File: src/design/pism_cfg.svh
// Register offsets, field positions, reset values and widths for the input select block.
// Assumes inclusion by bare name from design files of this block.
`ifndef PISM_CFG_SVH
`define PISM_CFG_SVH
`define PISM_OFS_XTAL      12'h000
`define PISM_OFS_INSEL     12'h0B8
`define PISM_OFS_TMRSRC    12'h0BC
`define PISM_OFS_TMRSEL2   12'h0C0
`define PISM_OFS_P0DRV     12'h0E8
`define PISM_RST_XTAL      32'h0000_0032
`define PISM_RST_ZERO      32'h0000_0000
`define PISM_MASK_XTAL     32'h0000_0033
`define PISM_MASK_INSEL    32'h0007_00FF
`define PISM_MASK_TMRSRC   32'h0000_00C0
`define PISM_MASK_TMRSEL2  32'h0000_0FFF
`define PISM_MASK_P0DRV    32'h0777_7777
`define PISM_BIT_SLV_OUT   18
`define PISM_BIT_MST_OUT   17
`define PISM_BIT_MST_CLK   16
`define PISM_BIT_TX_DISC   7
`define PISM_BIT_RX_PICK   6
`define PISM_BIT_T21_CTRL  7
`define PISM_BIT_T2_CTRL   6
`define PISM_BIT_HYS_ON    1
`define PISM_BIT_PINS_ON   0
`define PISM_ADDR_W        12
`endif

File: src/design/pism_pkg.sv
// Types shared by the input select block.
// Assumes nothing beyond a SystemVerilog compiler.
package pism_pkg;
  typedef enum logic [1:0] {
    PISM_DRV_STRONG,
    PISM_DRV_MEDIUM,
    PISM_DRV_WEAK
  } pism_drv_t;
  typedef struct packed {
    logic [3:0] ext_irq_zero;
    logic [3:0] ext_irq_one;
    logic [3:0] ext_irq_two;
    logic [1:0] uart_rx;
    logic       uart_tx;
    logic [1:0] serial_slave_out;
    logic [1:0] serial_master_out;
    logic [1:0] serial_master_clock;
    logic [3:0] timer2_ext_pin;
    logic [3:0] timer21_ext_pin;
    logic [3:0] monitor;
    logic       lin_rx;
    logic [3:0] compare_out;
    logic [2:0] capture;
    logic [2:0] timer2_count;
    logic [2:0] timer21_count;
  } pism_src_t;
  typedef struct packed {
    logic ext_irq_zero;
    logic ext_irq_one;
    logic ext_irq_two;
    logic uart_rx;
    logic lin_tx;
    logic serial_slave_out;
    logic serial_master_out;
    logic serial_master_clock;
    logic timer2_external_input;
    logic timer21_external_input;
    logic timer2_count;
    logic timer21_count;
  } pism_route_t;
endpackage

File: src/design/pism_sync.sv
// Two-stage synchroniser for a vector of pin-side levels.
// Assumes the inputs are asynchronous to clk_sys_in.
`timescale 1ns/1ps
module pism_sync #(
  parameter int WIDTH = 1
) (
  input  wire logic             clk_sys_in,
  input  wire logic             rstn_in,
  input  wire logic [WIDTH-1:0] d_in,
  output logic      [WIDTH-1:0] q_out
);
  logic [WIDTH-1:0] meta;
  // A zero-width vector cannot be built, so elaboration refuses it.
  if (WIDTH < 1) begin : g_width_check
    $error("pism_sync width must be at least one");
  end
  always_ff @(posedge clk_sys_in or negedge rstn_in) begin
    if (!rstn_in) begin
      meta  <= '0;
      q_out <= '0;
    end else begin
      meta  <= d_in;
      q_out <= meta;
    end
  end
endmodule

File: src/design/pism_top.sv
// Peripheral input select and port drive control with an Avalon-MM register slave.
// Assumes pin-side sources are asynchronous; routed outputs are registered on clk_sys_in.
//
// Local design decision: register access over Avalon-MM.
`timescale 1ns/1ps
`include "pism_cfg.svh"
module pism_top #(
  parameter int PINS = 7
) (
  input  wire logic                      clk_sys_in,
  input  wire logic                      rstn_in,
  input  wire logic [`PISM_ADDR_W-1:0]   avs_address_in,
  input  wire logic                      avs_read_in,
  input  wire logic                      avs_write_in,
  input  wire logic [31:0]               avs_writedata_in,
  input  wire logic [3:0]                avs_byteenable_in,
  output logic      [31:0]               avs_readdata_out,
  output logic                           avs_waitrequest_out,
  output logic      [1:0]                avs_response_out,
  input  wire pism_pkg::pism_src_t       src_in,
  output pism_pkg::pism_route_t          route_out,
  output logic                           uart_tx_line_on_out,
  output logic      [1:0]                crystal_hysteresis_level_out,
  output logic                           crystal_hysteresis_on_out,
  output logic                           crystal_pins_on_out,
  output logic      [3*PINS-1:0]         driver_mode_field_out,
  output logic      [2*PINS-1:0]         driver_strength_out,
  output logic      [2*PINS-1:0]         driver_edge_out
);
  // The driver mode register holds seven pin fields, so more pins cannot be served.
  if (PINS < 1 || PINS > 7) begin : g_pins_check
    $error("pism_top serves one to seven port 0 pins");
  end

  logic [31:0] crystal_pin_control;
  logic [31:0] peripheral_input_select;
  logic [31:0] timer_external_source_control;
  logic [31:0] timer_input_select_two;
  logic [31:0] port0_driver_mode;
  logic        busy;
  logic [31:0] be_mask;
  logic        hit;
  logic [31:0] next_rdata;
  pism_pkg::pism_src_t   src_s;
  pism_pkg::pism_route_t next_route;

  pism_sync #(
    .WIDTH($bits(pism_pkg::pism_src_t))
  ) u_sync (
    .clk_sys_in (clk_sys_in),
    .rstn_in    (rstn_in),
    .d_in       (src_in),
    .q_out      (src_s)
  );

  assign be_mask = {{8{avs_byteenable_in[3]}}, {8{avs_byteenable_in[2]}},
                    {8{avs_byteenable_in[1]}}, {8{avs_byteenable_in[0]}}};

  always_comb begin
    hit        = 1'b1;
    next_rdata = 32'h0000_0000;
    unique case (avs_address_in)
      `PISM_OFS_XTAL:    next_rdata = crystal_pin_control;
      `PISM_OFS_INSEL:   next_rdata = peripheral_input_select;
      `PISM_OFS_TMRSRC:  next_rdata = timer_external_source_control;
      `PISM_OFS_TMRSEL2: next_rdata = timer_input_select_two;
      `PISM_OFS_P0DRV:   next_rdata = port0_driver_mode;
      default:           hit = 1'b0;
    endcase
  end

  // Every access takes two cycles: waitrequest is high on the first and low on the second.
  always_ff @(posedge clk_sys_in or negedge rstn_in) begin
    if (!rstn_in) begin
      busy <= 1'b0;
    end else begin
      busy <= (avs_read_in || avs_write_in) && !busy;
    end
  end

  always_ff @(posedge clk_sys_in or negedge rstn_in) begin
    if (!rstn_in) begin
      avs_waitrequest_out <= 1'b1;
      avs_readdata_out    <= 32'h0000_0000;
      avs_response_out    <= 2'h0;
    end else begin
      avs_waitrequest_out <= !((avs_read_in || avs_write_in) && !busy);
      if ((avs_read_in || avs_write_in) && !busy) begin
        avs_readdata_out <= avs_read_in ? next_rdata : 32'h0000_0000;
        avs_response_out <= hit ? 2'h0 : 2'h3;
      end
    end
  end

  // Writes land at the accepting edge; masks keep reserved bits at zero.
  always_ff @(posedge clk_sys_in or negedge rstn_in) begin
    if (!rstn_in) begin
      crystal_pin_control           <= `PISM_RST_XTAL;
      peripheral_input_select       <= `PISM_RST_ZERO;
      timer_external_source_control <= `PISM_RST_ZERO;
      timer_input_select_two        <= `PISM_RST_ZERO;
      port0_driver_mode             <= `PISM_RST_ZERO;
    end else if (avs_write_in && busy) begin
      unique case (avs_address_in)
        `PISM_OFS_XTAL: crystal_pin_control <= ((crystal_pin_control & ~be_mask) |
          (avs_writedata_in & be_mask)) & `PISM_MASK_XTAL;
        `PISM_OFS_INSEL: peripheral_input_select <= ((peripheral_input_select & ~be_mask) |
          (avs_writedata_in & be_mask)) & `PISM_MASK_INSEL;
        `PISM_OFS_TMRSRC: timer_external_source_control <=
          ((timer_external_source_control & ~be_mask) |
          (avs_writedata_in & be_mask)) & `PISM_MASK_TMRSRC;
        `PISM_OFS_TMRSEL2: timer_input_select_two <= ((timer_input_select_two & ~be_mask) |
          (avs_writedata_in & be_mask)) & `PISM_MASK_TMRSEL2;
        `PISM_OFS_P0DRV: port0_driver_mode <= ((port0_driver_mode & ~be_mask) |
          (avs_writedata_in & be_mask)) & `PISM_MASK_P0DRV;
        default: begin
        end
      endcase
    end
  end

  // Timer 2 external map; the reserved slot drives a quiet zero.
  function automatic logic t2_ext(input logic [1:0] grp, input logic [1:0] pick,
                                  input pism_pkg::pism_src_t s);
    logic r;
    r = 1'b0;
    unique case (grp)
      2'h0: r = s.timer2_ext_pin[pick];
      2'h1: r = s.monitor[pick];
      2'h2: r = (pick == 2'h0) ? s.lin_rx : (pick == 2'h1) ? 1'b0 :
                (pick == 2'h2) ? s.compare_out[0] : s.compare_out[1];
      2'h3: r = (pick == 2'h3) ? s.capture[2] : s.capture[pick];
    endcase
    return r;
  endfunction

  function automatic logic t21_ext(input logic [1:0] grp, input logic [1:0] pick,
                                   input pism_pkg::pism_src_t s);
    logic r;
    r = 1'b0;
    unique case (grp)
      2'h0: r = s.timer21_ext_pin[pick];
      2'h1: r = s.monitor[pick];
      2'h2: r = (pick == 2'h0) ? s.lin_rx : (pick == 2'h1) ? 1'b0 :
                (pick == 2'h2) ? s.capture[0] : s.capture[1];
      2'h3: r = s.compare_out[pick];
    endcase
    return r;
  endfunction

  always_comb begin
    next_route = '0;
    next_route.ext_irq_zero = src_s.ext_irq_zero[peripheral_input_select[1:0]];
    next_route.ext_irq_one  = src_s.ext_irq_one[peripheral_input_select[3:2]];
    next_route.ext_irq_two  = src_s.ext_irq_two[peripheral_input_select[5:4]];
    next_route.uart_rx = src_s.uart_rx[peripheral_input_select[`PISM_BIT_RX_PICK]];
    // Once the UART path is cut, the link is held at a constant one.
    next_route.lin_tx = peripheral_input_select[`PISM_BIT_TX_DISC] ? 1'b1 : src_s.uart_tx;
    next_route.serial_slave_out =
      src_s.serial_slave_out[peripheral_input_select[`PISM_BIT_SLV_OUT]];
    next_route.serial_master_out =
      src_s.serial_master_out[peripheral_input_select[`PISM_BIT_MST_OUT]];
    next_route.serial_master_clock =
      src_s.serial_master_clock[peripheral_input_select[`PISM_BIT_MST_CLK]];
    next_route.timer2_external_input =
      timer_external_source_control[`PISM_BIT_T2_CTRL] ? src_s.capture[0] :
      t2_ext(timer_input_select_two[9:8], timer_input_select_two[5:4], src_s);
    next_route.timer21_external_input =
      timer_external_source_control[`PISM_BIT_T21_CTRL] ? src_s.compare_out[0] :
      t21_ext(timer_input_select_two[11:10], timer_input_select_two[7:6], src_s);
    // Reserved count codes give a quiet zero rather than an undefined source.
    next_route.timer2_count = (timer_input_select_two[1:0] == 2'h3) ? 1'b0 :
      src_s.timer2_count[timer_input_select_two[1:0]];
    next_route.timer21_count = (timer_input_select_two[3:2] == 2'h3) ? 1'b0 :
      src_s.timer21_count[timer_input_select_two[3:2]];
  end

  // Outputs are registered so a select change never glitches a downstream peripheral.
  always_ff @(posedge clk_sys_in or negedge rstn_in) begin
    if (!rstn_in) begin
      route_out <= '0;
    end else begin
      route_out <= next_route;
    end
  end

  always_ff @(posedge clk_sys_in or negedge rstn_in) begin
    if (!rstn_in) begin
      uart_tx_line_on_out          <= 1'b0;
      crystal_hysteresis_level_out <= 2'h3;
      crystal_hysteresis_on_out    <= 1'b1;
      crystal_pins_on_out          <= 1'b0;
    end else begin
      // Transmit pin is on while the receive pick is zero; the port mux still needs setup.
      uart_tx_line_on_out <= !peripheral_input_select[`PISM_BIT_RX_PICK];
      crystal_hysteresis_level_out <= crystal_pin_control[5:4];
      crystal_hysteresis_on_out <= crystal_pin_control[`PISM_BIT_HYS_ON];
      crystal_pins_on_out <= crystal_pin_control[`PISM_BIT_PINS_ON];
    end
  end

  always_ff @(posedge clk_sys_in or negedge rstn_in) begin
    if (!rstn_in) begin
      driver_mode_field_out <= '0;
      driver_strength_out   <= '0;
      driver_edge_out       <= '0;
    end else begin
      for (int i = 0; i < PINS; i++) begin
        driver_mode_field_out[3*i +: 3] <= port0_driver_mode[4*i +: 3];
        unique case (port0_driver_mode[4*i +: 3])
          3'h0, 3'h1, 3'h2: begin
            driver_strength_out[2*i +: 2] <= pism_pkg::PISM_DRV_STRONG;
            driver_edge_out[2*i +: 2]     <= port0_driver_mode[4*i +: 2];
          end
          3'h3, 3'h7: begin
            driver_strength_out[2*i +: 2] <= pism_pkg::PISM_DRV_WEAK;
            driver_edge_out[2*i +: 2]     <= 2'h0;
          end
          default: begin
            driver_strength_out[2*i +: 2] <= pism_pkg::PISM_DRV_MEDIUM;
            driver_edge_out[2*i +: 2]     <= 2'h0;
          end
        endcase
      end
    end
  end

  chk_route_irq_zero: assert property (@(posedge clk_sys_in) disable iff (!rstn_in)
    ##1 route_out.ext_irq_zero == $past(src_s.ext_irq_zero[peripheral_input_select[1:0]]))
    else $error("External interrupt zero route mismatch.");
  chk_route_irq_two: assert property (@(posedge clk_sys_in) disable iff (!rstn_in)
    ##1 route_out.ext_irq_two == $past(src_s.ext_irq_two[peripheral_input_select[5:4]]))
    else $error("External interrupt two route mismatch.");
  chk_serial_clk_sel: assert property (@(posedge clk_sys_in) disable iff (!rstn_in)
    ##1 route_out.serial_master_clock ==
      $past(src_s.serial_master_clock[peripheral_input_select[16]]))
    else $error("Serial clock source mismatch.");
  chk_t2_override: assert property (@(posedge clk_sys_in) disable iff (!rstn_in)
    timer_external_source_control[6] |=> route_out.timer2_external_input == $past(src_s.capture[0]))
    else $error("Timer 2 override not applied.");
  chk_t21_override: assert property (@(posedge clk_sys_in) disable iff (!rstn_in)
    timer_external_source_control[7] |=>
      route_out.timer21_external_input == $past(src_s.compare_out[0]))
    else $error("Timer 21 override not applied.");
  chk_t2_count_rsv: assert property (@(posedge clk_sys_in) disable iff (!rstn_in)
    timer_input_select_two[1:0] == 2'h3 |=> !route_out.timer2_count)
    else $error("Reserved timer 2 count code not quiet.");
  chk_reserved_zero: assert property (@(posedge clk_sys_in) disable iff (!rstn_in)
    (peripheral_input_select & ~`PISM_MASK_INSEL) == 32'h0000_0000 &&
    (port0_driver_mode & ~`PISM_MASK_P0DRV) == 32'h0000_0000)
    else $error("Reserved bits became set.");
  chk_weak_mode: assert property (@(posedge clk_sys_in) disable iff (!rstn_in)
    port0_driver_mode[2:0] == 3'h7 |=> driver_strength_out[1:0] == pism_pkg::PISM_DRV_WEAK)
    else $error("Mode seven not weak.");
  chk_pins_enable: assert property (@(posedge clk_sys_in) disable iff (!rstn_in)
    !crystal_pin_control[0] |=> !crystal_pins_on_out)
    else $error("Crystal pins on while disabled.");
  chk_bus_answer: assert property (@(posedge clk_sys_in) disable iff (!rstn_in)
    (avs_read_in || avs_write_in) && avs_waitrequest_out |-> ##[0:2] !avs_waitrequest_out)
    else $error("Bus answer too slow.");
endmodule

File: config.mk
export PLATFORM = sky130hd
export DESIGN_NAME = pism_top
export DESIGN_NICKNAME = d
export VERILOG_FILES = /design/src/design/pism_pkg.sv /design/src/design/pism_sync.sv /design/src/design/pism_top.sv
export VERILOG_INCLUDE_DIRS = /design/src /design/src/design
export SDC_FILE = /design/constraint.sdc
export NUM_CORES = 1
export LEC_CHECK = 0
export ABC_AREA = 1
export BUFFER_PORTS_ARGS = -buffer_cell sky130_fd_sc_hd__buf_2
export CAP_MARGIN = 25
export CORE_UTILIZATION = 36
export DETAILED_ROUTE_END_ITERATION = 6
export MAX_ROUTING_LAYER = met4
export SLEW_MARGIN = 25
export SYNTH_ARGS = -nofsm -noshare
export SYNTH_HDL_FRONTEND = slang
export SYNTH_HIERARCHICAL = 1
export SYNTH_SLANG_ARGS = --single-unit
File: constraint.sdc
create_clock -name clk_sys_in -period 2 [get_ports clk_sys_in]
set_input_delay 0.6 -clock clk_sys_in [delete_from_list [all_inputs] [get_ports clk_sys_in]]
set_output_delay 0.6 -clock clk_sys_in [all_outputs]
set_load 0.01 [all_outputs]
Word-level counts from Yosys, hierarchy flattened
Cells that the tools add are included. W data, S select, Z words.

Bits in registers: 246. Latch bits: 0. Memory bits (writable): 0. ROM bits: 0. Input port bits: 99. Word-level logic and storage cells: 198. Memories kept: 0.

Add/sub/neg operators: 0. $mul: 0. Div/mod/pow operators: 0. Magnitude comparators: 11. Equality and inequality tests: 45. Shift operators: 0. Muxes and demuxes: 62. Bitwise operators: 12. Reductions and logical operators: 38.

Operator list (count): $pmux W27 S5 (1); $and A27 B27 Y27 (2); $eq A12 B8 Y1 const B (4); $eq A3 B2 Y1 const B (14); $mux W1 (32); $mux W32 (1); $pmux W2 S2 (7); $not A27 Y27 (1); $or A27 B27 Y27 (1); $bmux W1 S2 (11); $eq A3 B1 Y1 const B (7); $eq A3 B3 Y1 const B (7); $logic_not A3 Y1 (7); $lt A2 B3 Y1 const B (7); $reduce_or A3 Y1 (7); $and A19 B19 Y19 (1); $or A19 B19 Y19 (1); $eq A2 B2 Y1 const B (9); $mux W2 (8); $reduce_or A2 Y1 (7); $and A12 B12 Y12 (1); $logic_not A12 Y1 (1); $or A12 B12 Y12 (1); $reduce_and A2 Y1 (5); other kinds (12) (25).

Longest topological paths before layout
Gate-level depths: netlist of run 1.

Word-level depth: 6. Gate-level depth with buffers: 10.

By module
Netlist of run 1, hierarchy kept.

Modules (own cells, without submodules): pism_top (times used 1, cells an instance 666, area each 5984.5 µm²); pism_sync (times used 1, cells an instance 94, area each 2352.3 µm²).

Worst setup path before layout of run 1
OpenSTA, ideal clock, no wires.

Path type: input -> register. From: input avs_address_in[11]. To: register with a tool-made name. Arrival time: 1.500 ns. Data required time: 1.879 ns. Slack: 0.379 ns. Cell stages on the path: 9. Path through: nor2_1 > nand2_2 > nor2_1 > nand2_2 > inv_4 > nand2_1 > buf_2 > nand2_1 > o21ai_1.

RTL lines: from (decl) (line pism_top.sv:12) `` input wire logic [`PISM_ADDR_W-1:0] avs_address_in, ``.

Final worst setup path of run 1
From: register crystal_hysteresis_level_out[0]. To: output crystal_hysteresis_level_out[0].

RTL lines: from (decl) (line pism_top.sv:23) `output logic [1:0] crystal_hysteresis_level_out,`; from (signal assigned) (line pism_top.sv:196) `crystal_hysteresis_level_out <= crystal_pin_control[5:4];`.

No word-level cell between the ends.

==> results of run 1 <==
Yosys cell counts (all sizes together):
cell type / instances / share of area
a21oi: 9 / 0.0063
buf: 20 / 0.017
clkbuf: 2 / 0.00090
clkinv: 1 / 0.00060
conb: 1 / 0.00045
dfrtp: 230 / 0.69
dfstp: 7 / 0.022
inv: 89 / 0.040
mux2i: 1 / 0.0012
nand2: 191 / 0.090
nand3: 47 / 0.028
nand3b: 1 / 0.00090
nand4: 17 / 0.014
nor2: 56 / 0.031
nor3: 10 / 0.0060
nor3b: 1 / 0.0015
o211ai: 1 / 0.00090
o21ai: 60 / 0.036
o22ai: 9 / 0.0068
o31ai: 6 / 0.0054
or2: 1 / 0.00075
area by class of cell:
cell class	count	area share
Clock inverter	13	0.0162
Inverter	90	0.0323
Antenna cell	2	0.000473
Tap cell	285	0.0337
Sequential cell	237	0.561
Timing Repair Buffer	207	0.108
Multi-Input combinational cell	418	0.183
Clock buffer	30	0.0647
power groups by stage:
| stage | sequential [mW] | clock [mW] | combinational, mW |
|---|---|---|---|
| 2_1_floorplan | 5.04 | 0 | 0.128 |
| 3_3_place_gp | 5.04 | 0 | 0.396 |
| 3_5_place_dp | 5.04 | 0 | 0.401 |
| 4_1_cts | 4.96 | 4.86 | 0.404 |
| 5_1_grt | 4.96 | 5.07 | 0.450 |
| 6_report | 4.96 | 4.71 | 0.391 |
worst reg2reg max path: stages, from the launching register on:
cell	delay (ps)
dfrtp_1	390
nand2_1	150
nor2_1	310
nand2_1	260
nand2_1	120
o21ai_0	90
through the flow:
step / hold slack (ps) / instance area [um2] / utilization / total power [mW] / std cells
finish: 192 / 10600 / 0.467 / 10.1 / 1282
global route: 166 / 10600 / 0.467 / 10.5 / 1282
CTS: 168 / 10600 / 0.467 / 10.2 / 1280
detailed placement: 335 / 9710 / 0.429 / 5.45 / 1236
global placement: 332 / 9710 / 0.429 / 5.44 / 1236
floorplan: 304 / 8360 / - / 5.17 / 767
logic make-up after synthesis:
kind of cell	after synthesis	share of synthesized area
AND/OR/NAND/NOR	324	0.172
flip-flops	237	0.712
buffers and inverters	112	0.0585
AO/OA/AOI/OAI	85	0.0558
multiplexers	1	0.00120
other	1	0.000450
metal layers:
layer | GRT usage | vias up | routed length [um]
li1 | - | 2847 | -
met1 | 0.225 | 2692 | 8550
met2 | 0.251 | 179 | 8600
met3 | 0.0350 | 21 | 1150
met4 | 0.0352 | 0 | 232
met5 | - | - | 0
final timing paths:
check | endpoint | from | depth (start not counted) | slack (ps)
min in group asynchronous | u_sync/meta[30] | rstn_in | 2 | 550
max in group asynchronous | async pin | rstn_in | 3 | 840
max | crystal_hysteresis_level_out[0] | crystal_hysteresis_level_out[0] | 1 | 250
min reg2reg | u_sync/q_out[38] | u_sync/meta[38] | 0 | 340
max reg2reg | flip-flop | busy | 5 | 570
min | u_sync/meta[5] | src_in[5] | 1 | 190
repair_timing:
action                                  4_1_cts  5_1_grt
buffers inserted                              0        0
hold endpoints to repair                     20        0
endpoints found under the setup margin        0        0
hold buffers                                  1        0
==> impl_results.md, run 1 <==
* Status: finished, final reports clean
* CP delay by family, top: flip-flops
* Crit-path max cell delay at 520 ps
* DR iter-0 viols at 236
* DP Worst Slack at 6.10 ps
* Hold Vio Cnt, Final at 0
* Final-report max-slew violation count at 0
* Post-route setup slack at 248 ps
* Clk sinks at 237
* CP Capture Type: output port
* Bufs and invs on worst path at 1
* Switch share at 0.206
* Drt via density at 4.48
* Most frequent cells in the layout: dfrtp_1, nand2_1, buf_2
* DIE HEIGHT at 154 um
* Setup violations, final at 0
* Clk pwr share at 0.468
* DR DRC count at 0
* CTS-repair resized insts at 0
* Final worst-path cycle share at 0.876
* Area Growth Syn to Fin at 26.9%
* Footprint of the multi-input gates at 1940 um2
* Flop pwr share at 0.493
* Pwr dens at 951 nW/um2
* Fmax at 571 MHz
* Most common cell after layout, fill and taps aside: dfrtp_1
* Int Power at 7.99 mW
* Netlist cell types at 35
* Vias at 5739
* Arr. time, crit path at 1150 ps
* TritonCTS clock tree: yes
* Netlist Area Pre-Place at 8340 um2
* Routed Antenna Nets at 0
* Critical-path top delay cell: dfstp_2
* Die Area at 23800 um2
* Pleak at 5.55 nW
* Initial DRT Pass Iterations at 5
* Post-Syn Area per Cell at 11.0 um2
* Grt total ovfl at 0
* Effective utilization at floorplan at 0.368
* Clock latency on the worst-skew pair at 510 ps
* # nets final at 1077
* Worst-path cell chain: buf_2
* Fillers at 2089
* TritonCTS Buffers at 24
* Standard-cell rows at 55
* First-pass GRT wire length at 29600 um
* Placer Congestion at 0.876
* WL final at 18500 um
* Switching power at 2.07 mW
* Pin count of the biggest net entering global routing at 52
* Min-delay worst type: in -> reg
* DR WL/cell at 14.5 um
* Worst Skew at 11.3 ps
* Critical path data required time at 1400 ps
* Worst-path maximum fanout at 1
* Synth warn at 6
* Clk buf depth at 3
* Die width at 154 um
* Total core area at 22600 um2
* RSZ-0062 raised after global routing: false
* WS Path Type: reg -> out
* Sequential fraction of the synthesis area at 0.712
* Max IR drop VDD at 0.613 mV
* Share of layout cells above drive strength 1 at 0.282
* Detailed placer's ending HPWL at 13500 um
* Power share of the combinational group at 0.039
* Cell count after synthesis at 760
* Fin Setup TNS at 0 ps
* I/O Pins at 200
* Port buffer count at 183
* CP Launch Type: flip-flop
* Clk root buf: clkbuf_16
* Tot GR Track Use at 0.164
* Register area at 5940 um2
* Reg clk slew, reported paths at 60 ps
* Antenna violations before repair at 2
* Minimum clock period at 1750 ps
* # Max-Cap Violations at 0
* Vias in the first global route at 5601
* H-tree depth at 1
* Yosys reg bits at 237
(Power assumes the default switching activity.)
==> run 2, diff against run 1 <==
--- a/config.mk
+++ b/config.mk
@@ -12,7 +12,6 @@
 export CORE_UTILIZATION = 36
 export DETAILED_ROUTE_END_ITERATION = 6
 export MAX_ROUTING_LAYER = met4
-export SLEW_MARGIN = 25
 export SYNTH_ARGS = -nofsm -noshare
 export SYNTH_HDL_FRONTEND = slang
 export SYNTH_HIERARCHICAL = 1
==> constraint.sdc (replaced) <==
create_clock -name clk_sys_in -period 2 [get_ports clk_sys_in]
set_input_delay 0.2 -clock clk_sys_in [delete_from_list [all_inputs] [get_ports clk_sys_in]]
set_output_delay 0.2 -clock clk_sys_in [all_outputs]
set_load 0.01 [all_outputs]
==> run 2 against run 1 <==
First-iteration DRC count down 19%. Die area unchanged. Non-clock buffer count up 61. Sequential cell count unchanged. Critical path type is now reg -> reg. Highest routed layer unchanged.
==> impl_results.md, run 2 (synthesis gave the netlist of run 1 again) <==
* Critical path data required time at 2380 ps (was 1400 ps)
* Initial DRT Pass Iterations at 5 (unchanged)
* DP Worst Slack at 381 ps (was 6.10 ps)
* Effective utilization at floorplan at 0.368 (unchanged)
* R2R cell count at 5 (unchanged)
* First-pass GRT wire length at 30800 um (was 29600 um)
* Int Power at 8.34 mW (was 7.99 mW)
* CP Launch Type: flip-flop (unchanged)
* Die width at 154 um (unchanged)
* Clk pwr share at 0.481 (was 0.468)
* Post-route setup slack at 455 ps (was 248 ps)
* WS Path Type: reg -> reg (was reg -> out)
* Switch share at 0.205 (was 0.206)
* Hold Vio Cnt, Final at 0 (unchanged)
* Pin count of the biggest net entering global routing at 58 (was 52)
* RSZ-0062 raised after global routing: false (unchanged)
* Setup bufs post-CTS at 0 (unchanged)
* # Max-Cap Violations at 0 (unchanged)
* Most frequent cells in the layout: dfrtp_1, nand2_1, buf_2 (unchanged)
* Standard-cell rows at 55 (unchanged)
* Max IR drop VDD at 0.798 mV (was 0.613 mV)
* Fin Setup TNS at 0 ps (unchanged)
* H-tree depth at 1 (unchanged)
* Antenna violations before repair at 0 (was 2)
* Total core area at 22600 um2 (unchanged)
* Final worst-path cycle share at 0.773 (was 0.876)
* Flop pwr share at 0.472 (was 0.493)
* Footprint of the multi-input gates at 1940 um2 (unchanged)
* Worst Skew at 14.4 ps (was 11.3 ps)
* Detailed placer's ending HPWL at 13200 um (was 13500 um)
* Vias at 6068 (was 5739)
* Clk buf depth at 3 (unchanged)
* DR iter-0 viols at 191 (was 236)
* Grt total ovfl at 0 (unchanged)
* Switching power at 2.15 mW (was 2.07 mW)
* Power share of the combinational group at 0.047 (was 0.039)
* Fillers at 2046 (was 2089)
* Setup violations, final at 0 (unchanged)
* Vias in the first global route at 6009 (was 5601)
* N_diodes at 0 (was 2)
* Routed Antenna Nets at 0 (unchanged)
* # nets final at 1139 (was 1077)
* Met1 Wirelength at 8600 um (was 8550 um)
* Port buffer count at 183 (unchanged)
* Final-report max-slew violation count at 0 (unchanged)
* Share of layout cells above drive strength 1 at 0.256 (was 0.282)
* TritonCTS clock tree: yes (unchanged)
* Fmax at 647 MHz (was 571 MHz)
* Arr. time, crit path at 1930 ps (was 1150 ps)
* DR WL/cell at 14.2 um (was 14.5 um)
* Fin area at 11300 um2 (was 10600 um2)
* Drt via density at 4.52 (was 4.48)
* Clock latency on the worst-skew pair at 510 ps (about the same)
* I/O Pins at 200 (unchanged)
* Hold Crit Start: avs_read_in (was src_in[5])
* Minimum clock period at 1550 ps (was 1750 ps)
* TritonCTS Buffers at 25 (was 24)
* Reg clk slew, reported paths at 60 ps (about the same)
* Status: finished, final reports clean (unchanged)
* Critical R2R Launch: busy (unchanged)
* Met3 WL post-DR at 1160 um (was 1150 um)
* Placer Congestion at 0.862 (was 0.876)
* CTS-repair resized insts at 0 (unchanged)
* Area Growth Syn to Fin at 35.1% (was 26.9%)
* Clk sinks at 237 (unchanged)
* Register area at 5940 um2 (unchanged)
* DIE HEIGHT at 154 um (unchanged)
* Met2 WL at 8910 um (was 8600 um)
* Placed inst area at 9630 um2 (was 9710 um2)
* Total Power at 10.5 mW (was 10.1 mW)
* Worst-path maximum fanout at 12 (was 1)
* Most common cell after layout, fill and taps aside: dfrtp_1 (unchanged)
* Pwr dens at 931 nW/um2 (was 951 nW/um2)
* Register-to-register setup slack at 450 ps (was 570 ps)
* Tot GR Track Use at 0.170 (was 0.164)
* Pleak at 5.82 nW (was 5.55 nW)
* DR DRC count at 0 (unchanged)
* Clk root buf: clkbuf_16 (unchanged)
* WL final at 19100 um (was 18500 um)
* Die Area at 23800 um2 (unchanged)
* Worst min-delay path endpoint: avs_readdata_out[6] (was u_sync/meta[5])
* CP Capture Type: flip-flop (was output port)
* Top sig layer: met4 (unchanged)
* Min-delay worst type: in -> reg (unchanged)
* Worst Hold Path Cells at 3 (was 1)
[run 2: cell count changes in the layout (fill, tap and decap cells not counted), sizes merged]
cell,previous run,this run
dlygate4sd3,1,72
bufinv,4,6
clkbuf,30,32
diode,2,0
clkinvlp,1,2
clkinv,9,6
buf,206,196
[run 2: timing repair]
action | CTS | global route
hold endpoints to repair | 137 | 0
hold buffers | 72 | 0
setup endpoints to repair | 0 | 0
[run 2: per-layer routing]
metal	global-route usage	vias to the layer above
met5	-	-
met4	0.0457	0
met3	0.0294	30
met2	0.271	202
met1	0.227	2873
li1	-	2963
[run 2: worst max path at each step]
stage                        from                    to  slack, ps  cells after the start
2_1_floorplan                busy  avs_readdata_out[14]        770                      5
3_3_place_gp   avs_address_in[11]             flip-flop        380                      9
3_5_place_dp   avs_address_in[11]             flip-flop        380                      9
4_1_cts                      busy             flip-flop        410                      5
5_1_grt                      busy             flip-flop        270                      5
6_report                     busy             flip-flop        450                      5
[run 2: cell type report]
class	count	share of cell area
Timing Repair Buffer	268	0.158
Inverter	90	0.0303
Tap cell	285	0.0316
Multi-Input combinational cell	418	0.172
Clock inverter	13	0.0195
Clock buffer	32	0.0614
Sequential cell	237	0.527
[run 2: stage by stage]
stage	hold slack, ps	utilization	instances
after floorplan	-95.6	-	767
after global placement	179	0.426	1226
after detailed placement	181	0.426	1226
after CTS	14.1	0.498	1343
after global routing	44.6	0.498	1343
final	38.2	0.498	1343
[run 2: critical path, cell delays in order, from the launching register on]
cell	delay, ps
dfrtp_1	390
nand2_1	140
nor2_2	320
nand2_1	350
nand2_1	150
o21ai_1	70
[run 2: power groups by stage]
stage | sequential (mW) | combinational [mW] | clock [mW]
6_report | 4.96 | 0.494 | 5.04
2_1_floorplan | 5.04 | 0.128 | 0
3_5_place_dp | 5.04 | 0.393 | 0
5_1_grt | 4.97 | 0.557 | 5.37
4_1_cts | 4.96 | 0.502 | 5.17
3_3_place_gp | 5.04 | 0.390 | 0
